## src/include/cdsx_pkg.sv

```systemverilog
package cdsx_pkg;

  // ****************************************************************
  // Instruction encoding
  // ****************************************************************
  localparam int OPC_HI = 13;
  localparam int OPC_LO = 8;
  localparam int DEST_BIT = 7;
  localparam int ADDR_W = 7;
  localparam int DATA_W = 8;
  localparam logic [5:0] OPC_COMPLEMENT = 6'h09;
  localparam logic [5:0] OPC_DEC_SKIP = 6'h0b;
  localparam logic DEST_ACC = 1'b0;
  localparam logic DEST_FILE = 1'b1;
  localparam logic [7:0] DATA_RESET = 8'h00;
  localparam logic [13:0] WORD_RESET = 14'h0000;

  // ****************************************************************
  // Phase timing
  // ****************************************************************
  localparam int PHASE_COUNT = 4;

  typedef enum logic [1:0] {
    CDSX_OP_NONE,
    CDSX_OP_COMPLEMENT,
    CDSX_OP_DEC_SKIP
  } cdsx_op_t;

  typedef struct packed {
    logic [6:0] addr;
    logic [7:0] data;
  } cdsx_file_wr_t;

  typedef struct packed {
    logic zero_we;
    logic zero_val;
  } cdsx_flag_t;

endpackage

```

## src/rtl/cdsx_phase_gen.sv

```systemverilog
`timescale 1ns/1ps
module cdsx_phase_gen
  import cdsx_pkg::*;
(
  input wire logic ref_clk, // Core clock
  input wire logic arst_n, // Async reset, active low
  output logic [3:0] phase_q // One-hot Q1..Q4
);
  import cdsx_pkg::*;

  // ****************************************************************
  // Four-phase rotator
  // ****************************************************************
  always_ff @(posedge ref_clk or negedge arst_n)
  begin
    if (!arst_n)
    begin
      phase_q <= 4'h1;
    end
    else
    begin
      phase_q <= {phase_q[PHASE_COUNT-2:0], phase_q[PHASE_COUNT-1]};
    end
  end

endmodule // cdsx_phase_gen

```

## src/rtl/cdsx_exec.sv

```systemverilog
// Contract
// - Complement opcode inverts addressed register and updates zero flag.
// - Complement: d=0 writes accumulator, d=1 writes back to register.
// - Complement takes one cycle: decode Q1, read Q2, process Q3, write Q4.
// - Decrement-skip subtracts one from register; status flags untouched.
// - Decrement-skip: d=0 writes accumulator, d=1 writes back to register.
// - Zero result discards fetched next instruction, runs no-operation instead.
// - Nonzero result runs next instruction normally, single cycle.
// - Decrement-skip phases Q1..Q4; on skip a second no-operation cycle follows.
`timescale 1ns/1ps
module cdsx_exec
  import cdsx_pkg::*;
(
  input wire logic ref_clk, // Core clock, 40 MHz
  input wire logic arst_n, // Async reset, active low
  input wire logic [13:0] instr_word, // Fetched word, sampled in Q1
  output logic [6:0] rd_addr, // Register file read address
  input wire logic [7:0] rd_data, // Register file read data, same clock
  output cdsx_pkg::cdsx_file_wr_t file_wr, // Write address and data
  output logic file_we, // Register write strobe, Q4 pulse
  output logic [7:0] acc_q, // Working accumulator
  output cdsx_pkg::cdsx_flag_t zero_flag, // Zero flag update, Q4 pulse
  output logic no_operation, // High while the cycle is a no-operation
  output logic [3:0] phase // Current phase, one-hot Q1..Q4
);
  import cdsx_pkg::*;

  cdsx_op_t op_reg;
  logic dest_reg;
  logic [7:0] opnd_reg;
  logic [7:0] result_reg;
  logic skip_reg;
  logic nop_reg;
  logic [6:0] addr_reg;
  logic q1, q2, q3, q4;

  cdsx_phase_gen u_phase
  (
    .ref_clk(ref_clk),
    .arst_n(arst_n),
    .phase_q(phase)
  );

  assign q1 = phase[0];
  assign q2 = phase[1];
  assign q3 = phase[2];
  assign q4 = phase[3];
  assign rd_addr = addr_reg;
  assign no_operation = nop_reg;

  function automatic cdsx_op_t decode_op(input logic [13:0] w);
    case (w[OPC_HI:OPC_LO])
      OPC_COMPLEMENT: decode_op = CDSX_OP_COMPLEMENT;
      OPC_DEC_SKIP: decode_op = CDSX_OP_DEC_SKIP;
      default: decode_op = CDSX_OP_NONE;
    endcase
  endfunction

  // ****************************************************************
  // Q1 decode; a pending skip turns this cycle into a no-operation
  // ****************************************************************
  always_ff @(posedge ref_clk or negedge arst_n)
  begin
    if (!arst_n)
    begin
      op_reg <= CDSX_OP_NONE;
      dest_reg <= DEST_ACC;
      addr_reg <= '0;
      nop_reg <= 1'b0;
    end
    else if (q1)
    begin
      nop_reg <= skip_reg;
      if (skip_reg)
      begin
        op_reg <= CDSX_OP_NONE;
      end
      else
      begin
        op_reg <= decode_op(instr_word);
      end
      dest_reg <= instr_word[DEST_BIT];
      addr_reg <= instr_word[ADDR_W-1:0];
    end
  end

  // ****************************************************************
  // Q2 read, Q3 process
  // ****************************************************************
  always_ff @(posedge ref_clk or negedge arst_n)
  begin
    if (!arst_n)
    begin
      opnd_reg <= DATA_RESET;
      result_reg <= DATA_RESET;
    end
    else if (q2)
    begin
      opnd_reg <= rd_data;
    end
    else if (q3)
    begin
      case (op_reg)
        CDSX_OP_COMPLEMENT: result_reg <= ~opnd_reg;
        CDSX_OP_DEC_SKIP: result_reg <= opnd_reg - 8'h01;
        default: result_reg <= opnd_reg;
      endcase
    end
  end

  // ****************************************************************
  // Q4 write destination
  // ****************************************************************
  always_ff @(posedge ref_clk or negedge arst_n)
  begin
    if (!arst_n)
    begin
      acc_q <= DATA_RESET;
      file_we <= 1'b0;
      file_wr <= '0;
      zero_flag <= '0;
    end
    else
    begin
      file_we <= 1'b0;
      zero_flag <= '0;
      if (q4 && op_reg != CDSX_OP_NONE)
      begin
        if (dest_reg == DEST_FILE)
        begin
          file_we <= 1'b1;
          file_wr.addr <= addr_reg;
          file_wr.data <= result_reg;
        end
        else
        begin
          acc_q <= result_reg;
        end
        if (op_reg == CDSX_OP_COMPLEMENT)
        begin
          zero_flag.zero_we <= 1'b1;
          zero_flag.zero_val <= (result_reg == DATA_RESET);
        end
      end
    end
  end

  // Skip is decided on the result and consumed at the next Q1
  always_ff @(posedge ref_clk or negedge arst_n)
  begin
    if (!arst_n)
    begin
      skip_reg <= 1'b0;
    end
    else if (q4)
    begin
      skip_reg <= (op_reg == CDSX_OP_DEC_SKIP) && (result_reg == DATA_RESET);
    end
  end

  // ****************************************************************
  // Checks
  // ****************************************************************
  AST_COMP_RESULT: assert property (@(posedge ref_clk) disable iff (!arst_n)
    (q4 && op_reg == CDSX_OP_COMPLEMENT) |-> result_reg == ~opnd_reg)
    else $error("complement result wrong");
  AST_COMP_ZERO: assert property (@(posedge ref_clk) disable iff (!arst_n)
    (q4 && op_reg == CDSX_OP_COMPLEMENT) |=> zero_flag.zero_we &&
      zero_flag.zero_val == ($past(result_reg) == 8'h00))
    else $error("zero flag not updated");
  AST_COMP_DEST: assert property (@(posedge ref_clk) disable iff (!arst_n)
    (q4 && op_reg == CDSX_OP_COMPLEMENT && dest_reg) |=> file_we && file_wr.data == $past(result_reg))
    else $error("complement write-back missing");
  AST_WE_PHASE: assert property (@(posedge ref_clk) disable iff (!arst_n)
    file_we |-> q1 && $past(q4))
    else $error("write outside Q4");
  AST_DEC_NOFLAG: assert property (@(posedge ref_clk) disable iff (!arst_n)
    (q4 && op_reg == CDSX_OP_DEC_SKIP) |=> !zero_flag.zero_we)
    else $error("decrement touched flag");
  AST_DEC_ACC: assert property (@(posedge ref_clk) disable iff (!arst_n)
    (q4 && op_reg == CDSX_OP_DEC_SKIP && !dest_reg) |=> acc_q == $past(opnd_reg) - 8'h01 && !file_we)
    else $error("decrement accumulator wrong");
  AST_SKIP_NOP: assert property (@(posedge ref_clk) disable iff (!arst_n)
    (q4 && op_reg == CDSX_OP_DEC_SKIP && result_reg == 8'h00) |=> ##1 nop_reg && op_reg == CDSX_OP_NONE)
    else $error("skip did not insert no-operation");
  AST_NOSKIP: assert property (@(posedge ref_clk) disable iff (!arst_n)
    (q4 && op_reg == CDSX_OP_DEC_SKIP && result_reg != 8'h00) |=> ##1 !nop_reg)
    else $error("spurious skip");
  AST_SKIP_LEN: assert property (@(posedge ref_clk) disable iff (!arst_n)
    (q1 && skip_reg) |=> nop_reg [*4])
    else $error("no-operation cycle too short");
  AST_DEC_RESULT: assert property (@(posedge ref_clk) disable iff (!arst_n)
    (q4 && op_reg == CDSX_OP_DEC_SKIP) |-> result_reg == opnd_reg - 8'h01)
    else $error("decrement result wrong");
  AST_DEC_DEST: assert property (@(posedge ref_clk) disable iff (!arst_n)
    (q4 && op_reg == CDSX_OP_DEC_SKIP && dest_reg) |=> file_we &&
      file_wr.addr == $past(addr_reg) && file_wr.data == $past(result_reg))
    else $error("decrement write-back missing");
  AST_COMP_ACC: assert property (@(posedge ref_clk) disable iff (!arst_n)
    (q4 && op_reg == CDSX_OP_COMPLEMENT && !dest_reg) |=> acc_q == $past(result_reg) && !file_we)
    else $error("complement accumulator wrong");
  AST_FILE_KEEPS_ACC: assert property (@(posedge ref_clk) disable iff (!arst_n)
    (q4 && op_reg != CDSX_OP_NONE && dest_reg) |=> $stable(acc_q))
    else $error("register write disturbed accumulator");
  AST_ACC_HOLD: assert property (@(posedge ref_clk) disable iff (!arst_n)
    (!q4) |=> $stable(acc_q))
    else $error("accumulator changed outside Q4");
  AST_FLAG_PHASE: assert property (@(posedge ref_clk) disable iff (!arst_n)
    zero_flag.zero_we |-> q1 && $past(q4))
    else $error("flag update outside Q4");
  AST_COMP_NOSKIP: assert property (@(posedge ref_clk) disable iff (!arst_n)
    (q4 && op_reg == CDSX_OP_COMPLEMENT) |=> ##1 !nop_reg)
    else $error("complement caused a skip");
  // A discarded word must leave neither a write nor a flag update behind
  AST_NOP_NO_EFFECT: assert property (@(posedge ref_clk) disable iff (!arst_n)
    (q4 && op_reg == CDSX_OP_NONE) |=> !file_we && !zero_flag.zero_we)
    else $error("no-operation slot had an effect");
  AST_SKIP_DROP: assert property (@(posedge ref_clk) disable iff (!arst_n)
    (q1 && skip_reg) |=> op_reg == CDSX_OP_NONE && nop_reg)
    else $error("fetched word not discarded");
  AST_NOP_END: assert property (@(posedge ref_clk) disable iff (!arst_n)
    (q1 && skip_reg) |=> ##4 !nop_reg)
    else $error("no-operation lasted more than one slot");

endmodule // cdsx_exec

```

## config.mk

```make
export PLATFORM = sky130hd
export DESIGN_NAME = cdsx_exec
export DESIGN_NICKNAME = d
export VERILOG_FILES = /design/src/include/cdsx_pkg.sv /design/src/rtl/cdsx_phase_gen.sv /design/src/rtl/cdsx_exec.sv
export SDC_FILE = /design/constraint.sdc
export NUM_CORES = 1
export LEC_CHECK = 0
export BUFFER_PORTS_ARGS = -buffer_cell sky130_fd_sc_hd__buf_2
export CORE_UTILIZATION = 52
export DETAILED_ROUTE_END_ITERATION = 16
export PLACE_DENSITY = 0.78
export SYNTH_ARGS = -nofsm -noshare
export SYNTH_HDL_FRONTEND = slang
export SYNTH_SLANG_ARGS = --single-unit
export TNS_END_PERCENT = 1
```

## constraint.sdc

```tcl
create_clock -name ref_clk -period 2.1 [get_ports ref_clk]
set_input_delay 0.105 -clock ref_clk [delete_from_list [all_inputs] [get_ports ref_clk]]
set_output_delay 0.105 -clock ref_clk [all_outputs]
set_load 0.005 [all_outputs]
```

Yosys cells after proc, flatten, opt, wreduce, memory -nomap -nowiden
Cells that the tools add are included.
Widths: inputs -> output; s select.
- flip-flop bits (word level): 58
- input bits: 24
- output and inout bits: 38
- add/sub/neg operators: 1
- equal/unequal tests: 4
- multiplexer cells: 7
- bitwise logic cells: 3
- reduce and logical (&&, ||, !) cells: 7
- operator list (cell ; number):
    $pmux 8 s2 ; 1
    $eq 6x4->1 const B ; 2
    $logic_not 8->1 ; 1
    $not 8->8 ; 1
    $sub 8x1->8 const B ; 1
    $mux 2 ; 3
    $reduce_and 2->1 ; 3
    $pmux 2 s2 ; 1
    $eq 2x1->1 const B ; 1
    $eq 2x2->1 const B ; 1
    $logic_and 1x1->1 ; 2
    $mux 1 ; 2
    $not 1->1 ; 2
    $reduce_bool 2->1 ; 1

Depth between registers and ports, before layout
- depth after elaboration: 3
- gate-level depth with buffers: 7

By module
A second synthesis with hierarchy kept.
- cell total of the unflattened synthesis: 195
- area total of the unflattened synthesis: 2483.6 um^2
- by module, submodules not included (module ; times used ; cells each ; area an instance (um^2)):
    cdsx_exec ; 1 ; 191 ; 2382.3
    cdsx_phase_gen ; 1 ; 4 ; 101.3

Worst setup path before layout
OpenSTA, ideal clock, no wires.
- path type: register -> register
- start point: reg op_reg[0]
- end point: reg file_wr[10] (netlist name)
- library setup time: 125 ps
- arrival: 1455 ps
- required time: 1975 ps
- slack: 520 ps
- stages on the path, launching flop included: 7
- path buffers: 1
- period minus slack after synthesis: 1580 ps
- cell sequence: dfrtp_1 inv_1 ha_1 and2b_1 nand2_2 buf_2 mux2_2
- cells in the longest elaborated chain, start to end: 3
- ends and longest elaborated chain (item ; RTL line ; RTL):
    start: declaration ; cdsx_exec.sv:28 ; cdsx_op_t op_reg;
    start signal: assignment ; cdsx_exec.sv:80 ; op_reg <= decode_op(instr_word);
    $reduce_bool 2->1 ; cdsx_exec.sv:127 ; if (q4 && op_reg != CDSX_OP_NONE)
    $logic_and 1x1->1 ; cdsx_exec.sv:127 ;
    $reduce_and 2->1 (no line) ; -- ;
    end: declaration ; cdsx_exec.sv:19 ; output cdsx_pkg::cdsx_file_wr_t file_wr,
Every way passes these cells.
A chain may end at the register's enable or synchronous reset.

Final worst setup path
- start point: reg op_reg[0]
- end point: reg result_reg[4]
- cells in the longest elaborated chain, start to end: 2
- ends and longest elaborated chain (item ; RTL line ; RTL):
    $eq 2x2->1 / $eq 2x1->1 (equally long branches) ; cdsx_exec.sv:103 ; case (op_reg)
    $pmux 8 s2 (*) ; cdsx_exec.sv:103 ;
    end signal: assignment ; cdsx_exec.sv:104 ; CDSX_OP_COMPLEMENT: result_reg <= ~opnd_reg;
    end signal: assignment ; cdsx_exec.sv:105 ; CDSX_OP_DEC_SKIP: result_reg <= opnd_reg - 8'h01;
    end signal: assignment ; cdsx_exec.sv:106 ; default: result_reg <= opnd_reg;
    end: declaration ; cdsx_exec.sv:31 ; logic [7:0] result_reg;
Mark *: on every way between the ends. The rest lies on a longest branch, timed or not.

==> results by stage <==
Yosys:
- Synthesis produced a netlist with a net count of around 220.
- Of the post-synthesis cell area, the dominant cell type holds 0.574.
- The mapped netlist covers 2480 um^2.
- The number of flops mapped to enable cells by yosys is 0.
- The number of standard cells after synthesis is approximately 200.
- The number of warnings reported in the yosys synthesis log is 0.
- The most used flip-flop cell after synthesis is dfrtp_1.
- By area the synthesized netlist is led by dfrtp_1, mux2_2, o21ai_0, a21oi_1, ha_1.
- The mean post-synth cell area is between 10 and 15 um^2.
- The post-synthesis cell type with the largest combined area is dfrtp_1.
- The async set or reset register ratio after synthesis is 1.00.
- The number of register bits inferred by synthesis is between 50 and 60.
- The count of unique library cells instantiated by Yosys is 35.
- Of the synthesized area, sequential elements account for 0.585.

GRT:
- The via count of the first global-routing pass is 1,734.
- The initial antenna violation count came to 0.
- In the global route stage, overall resource usage came out at 0.215.
- The maximum number of pins on one net before global-route repair is 31.
- The aggregate global routing overflow is 0.
- The global-route wire length before repair is 8100 um.

Cells and area:
- At the end of the flow the core is filled with cells to 0.691.
- The filler cell count is around 350.
- Summing all non-filler instances in the final layout gives an area of 3090 um^2.
- The count of antenna diodes in the layout is 0.
- The final net count is around 300.
- Of the cells placed in the final design, the portion with a size suffix greater than 1 is 0.440.
- Leaving out fill and tap cells, the most frequent cells in the layout are buf_2, dfrtp_1, mux2_2.
- Leaving out fill and tap cells, the most frequent cell in the layout is buf_2.
- The area added between synthesis and finish is 24.5%.
- The flip-flop count of the largest register after layout is 15.
- More flip-flops sit in one register than any other, and that register is file_wr.

Clock tree:
- The clock buffer count from CTS is 9.
- The clock latency on the worst-skew pair is roughly 0.33 ns.
- The clock tree root buffer cell is clkbuf_8.
- The H-tree depth is 3.
- TritonCTS built the clock tree.
- After clock tree synthesis, the clock-pin slew on the worst setup and hold paths is around 0.06 ns.
- The maximum clock path buffer count is 2.
- The clock drives between 50 and 60 sinks.

Drt:
- The post-detailed-route DRC marker count is 8.
- The detailed router's first-iteration violation count is 130.
- The routed layout has between 1,500 and 2,000 vias.
- The post-detailed-routing wire length is roughly 4800 um.
- In the routed layout, each cell is associated on average with a via count of about 5.4.
- The number of optimization iterations in the first detailed-route pass is 10.
- The detail route stage leaves a number of antenna-violating nets equal to 0.
- After detailed routing, the average wire length per cell comes to around 15 um.

Worst setup path:
- STA classifies the critical path endpoint as a register.
- The internal reg-to-reg setup slack is slightly below 0.3 ns.
- The depth of the worst register-to-register path is 6.
- The startpoint type of the worst setup path is a register.
- The signal arrival time at the worst endpoint is roughly 2 ns.
- Along the worst path, the maximum fanout reaches 21.
- By startpoint and endpoint, the worst setup path is classified as reg -> reg.
- Data on the critical path is required at its endpoint by 2.29 ns.
- The capture point of the critical path is result_reg[4].
- The worst register-to-register path begins at op_reg[0].
- The endpoint identified for the worst register-to-register timing path is result_reg[4].
- The first element of the critical path is op_reg[0].

Timing:
- The final max-slew violation count is 0.
- The final setup violation count is 0.
- In the finished design, the share of the clock period the worst path needs comes to 0.861.
- For the final routed database, the setup TNS stands at 0 ns.
- The number of hold-slack violations in the final timing report is 0.
- The final worst clock skew is 0.00962 ns.
- Once routing completed, OpenROAD measured the worst setup slack at between 0.2 and 0.3 ns.
- The post-layout minimum cycle time is between 1.5 and 2 ns.
- Setup repair after global routing left no endpoint under its margin.
- Measured against its own limit, the worst slew margin works out to 0.556.
- The slew of the pin with the lowest slew margin is about 0.67 ns.
- Static timing analysis puts the maximum clock frequency at between 500 and 600 MHz.

Power and ir drop:
- The peak supply drop is slightly below 500 uV.
- The completed layout was analyzed and its total power is approximately 2100 uW.
- The leakage power of the design is 0.00168 uW.
- In this run the power density over the cells is between 600 and 700 nW/um^2.

Place:
- The instance area at placement is about 2800 um^2.
- The number of port buffers is 61.
- The congestion estimate from routability-driven global placement came to 0.747.
- The HPWL after detailed placement is between 3000 and 4000 um.
- The worst slack at placement is roughly 0.30 ns.

Status:
- The flow ran to the end, but the final reports show violations.
- The checks that failed: DRC.

Floorplan:
- The initial standard-cell utilization of the core is 0.555.
- between 60 and 70 I/O pins were placed.
- The die height is 71.1 um.
- The x dimension of the die is ~71 um.
- The floorplan core area is roughly 4500 um^2.
- The initialized floorplan defines 24 standard-cell rows.
- The floorplan step defined a die boundary enclosing approximately 5000 um^2.

Flow run:
- The tool flagged a number of max-cap violations equal to 0.

Worst hold path:
- The class of the worst hold path is in -> reg.
-- worst max-delay path: stages, from the launching register on --
cell and delay [ns]:
dfrtp_1 0.35, inv_1 0.08, ha_1 0.51, nor2b_1 0.23
mux2_2 0.26, a21oi_1 0.15, o21ai_0 0.09
-- logic make-up after synthesis --
| kind of cell | synth area share |
|---|---|
| flops | 0.585 |
| mux | 0.177 |
| simple gates | 0.0867 |
| compound gates | 0.0872 |
| buf+inv | 0.0443 |
| fa+ha+maj | 0.0202 |
-- layout make-up --
type	count	area, um^2	share of cell area
clock buffers	12	155	0.0502
clock inverters	3	15.0	0.00485
inverters	9	33.8	0.0109
multi-input cells	118	921	0.298
flip-flops and latches	58	1450	0.470
well taps	52	65.1	0.0210
repair buffers	75	450	0.146
-- metal layers --
metal,GRT usage,part of all wire
met1,0.275,0.46
met2,0.344,0.47
met3,0.0627,0.051
met4,0.0933,0.016
met5,0,0
-- power by group --
part | switching (uW) | total, uW | leakage (uW) | internal, uW
Clock | 403 | 883 | 0.0000920 | 479
Combinational | 29.4 | 62.1 | 0.000802 | 32.8
Sequential | 0 | 1120 | 0.000781 | 1120
Total | 433 | 2060 | 0.00168 | 1630
-- cell usage after synthesis (2+ instances only) --
master	instances
buf_6	2
nor3_1	2
clkbuf_1	3
nor2_1	4
a41oi_1	2
inv_1	9
buf_2	3
dfrtp_1	57
ha_1	4
a21oi_1	12
o21ai_0	14
nor4_1	2
nor3b_1	3
nand2_1	13
a41o_1	2
nand3_1	2
nor2b_1	4
clkbuf_8	2
mux2_2	39
-- worst min-delay path by stage --
stage                        from           to  cells past startpoint
finish                 rd_data[4]  opnd_reg[4]                      2
global route        instr_word[4]   rd_addr[4]                      2
CTS                 instr_word[0]   rd_addr[0]                      2
detailed placement         arst_n  file_wr[10]                      1
global placement           arst_n   file_wr[9]                      1
floorplan                  arst_n     acc_q[0]                      0
-- what timing repair did --
| action | CTS | global route |
|---|---|---|
| hold buffers | 11 | 0 |
| resized for setup | 0 | 0 |
| endpoints found under the hold margin | 37 | 0 |
| buffers inserted | 0 | 0 |
-- metrics by stage --
stage,std cells,hold WS [ns]
floorplan,195,-0.191
global placement,301,0.167
detailed placement,301,0.170
CTS,327,0.000212
global route,327,0.00594
finish,327,0.00970
No activity file was read; power rests on OpenSTA's default activity.
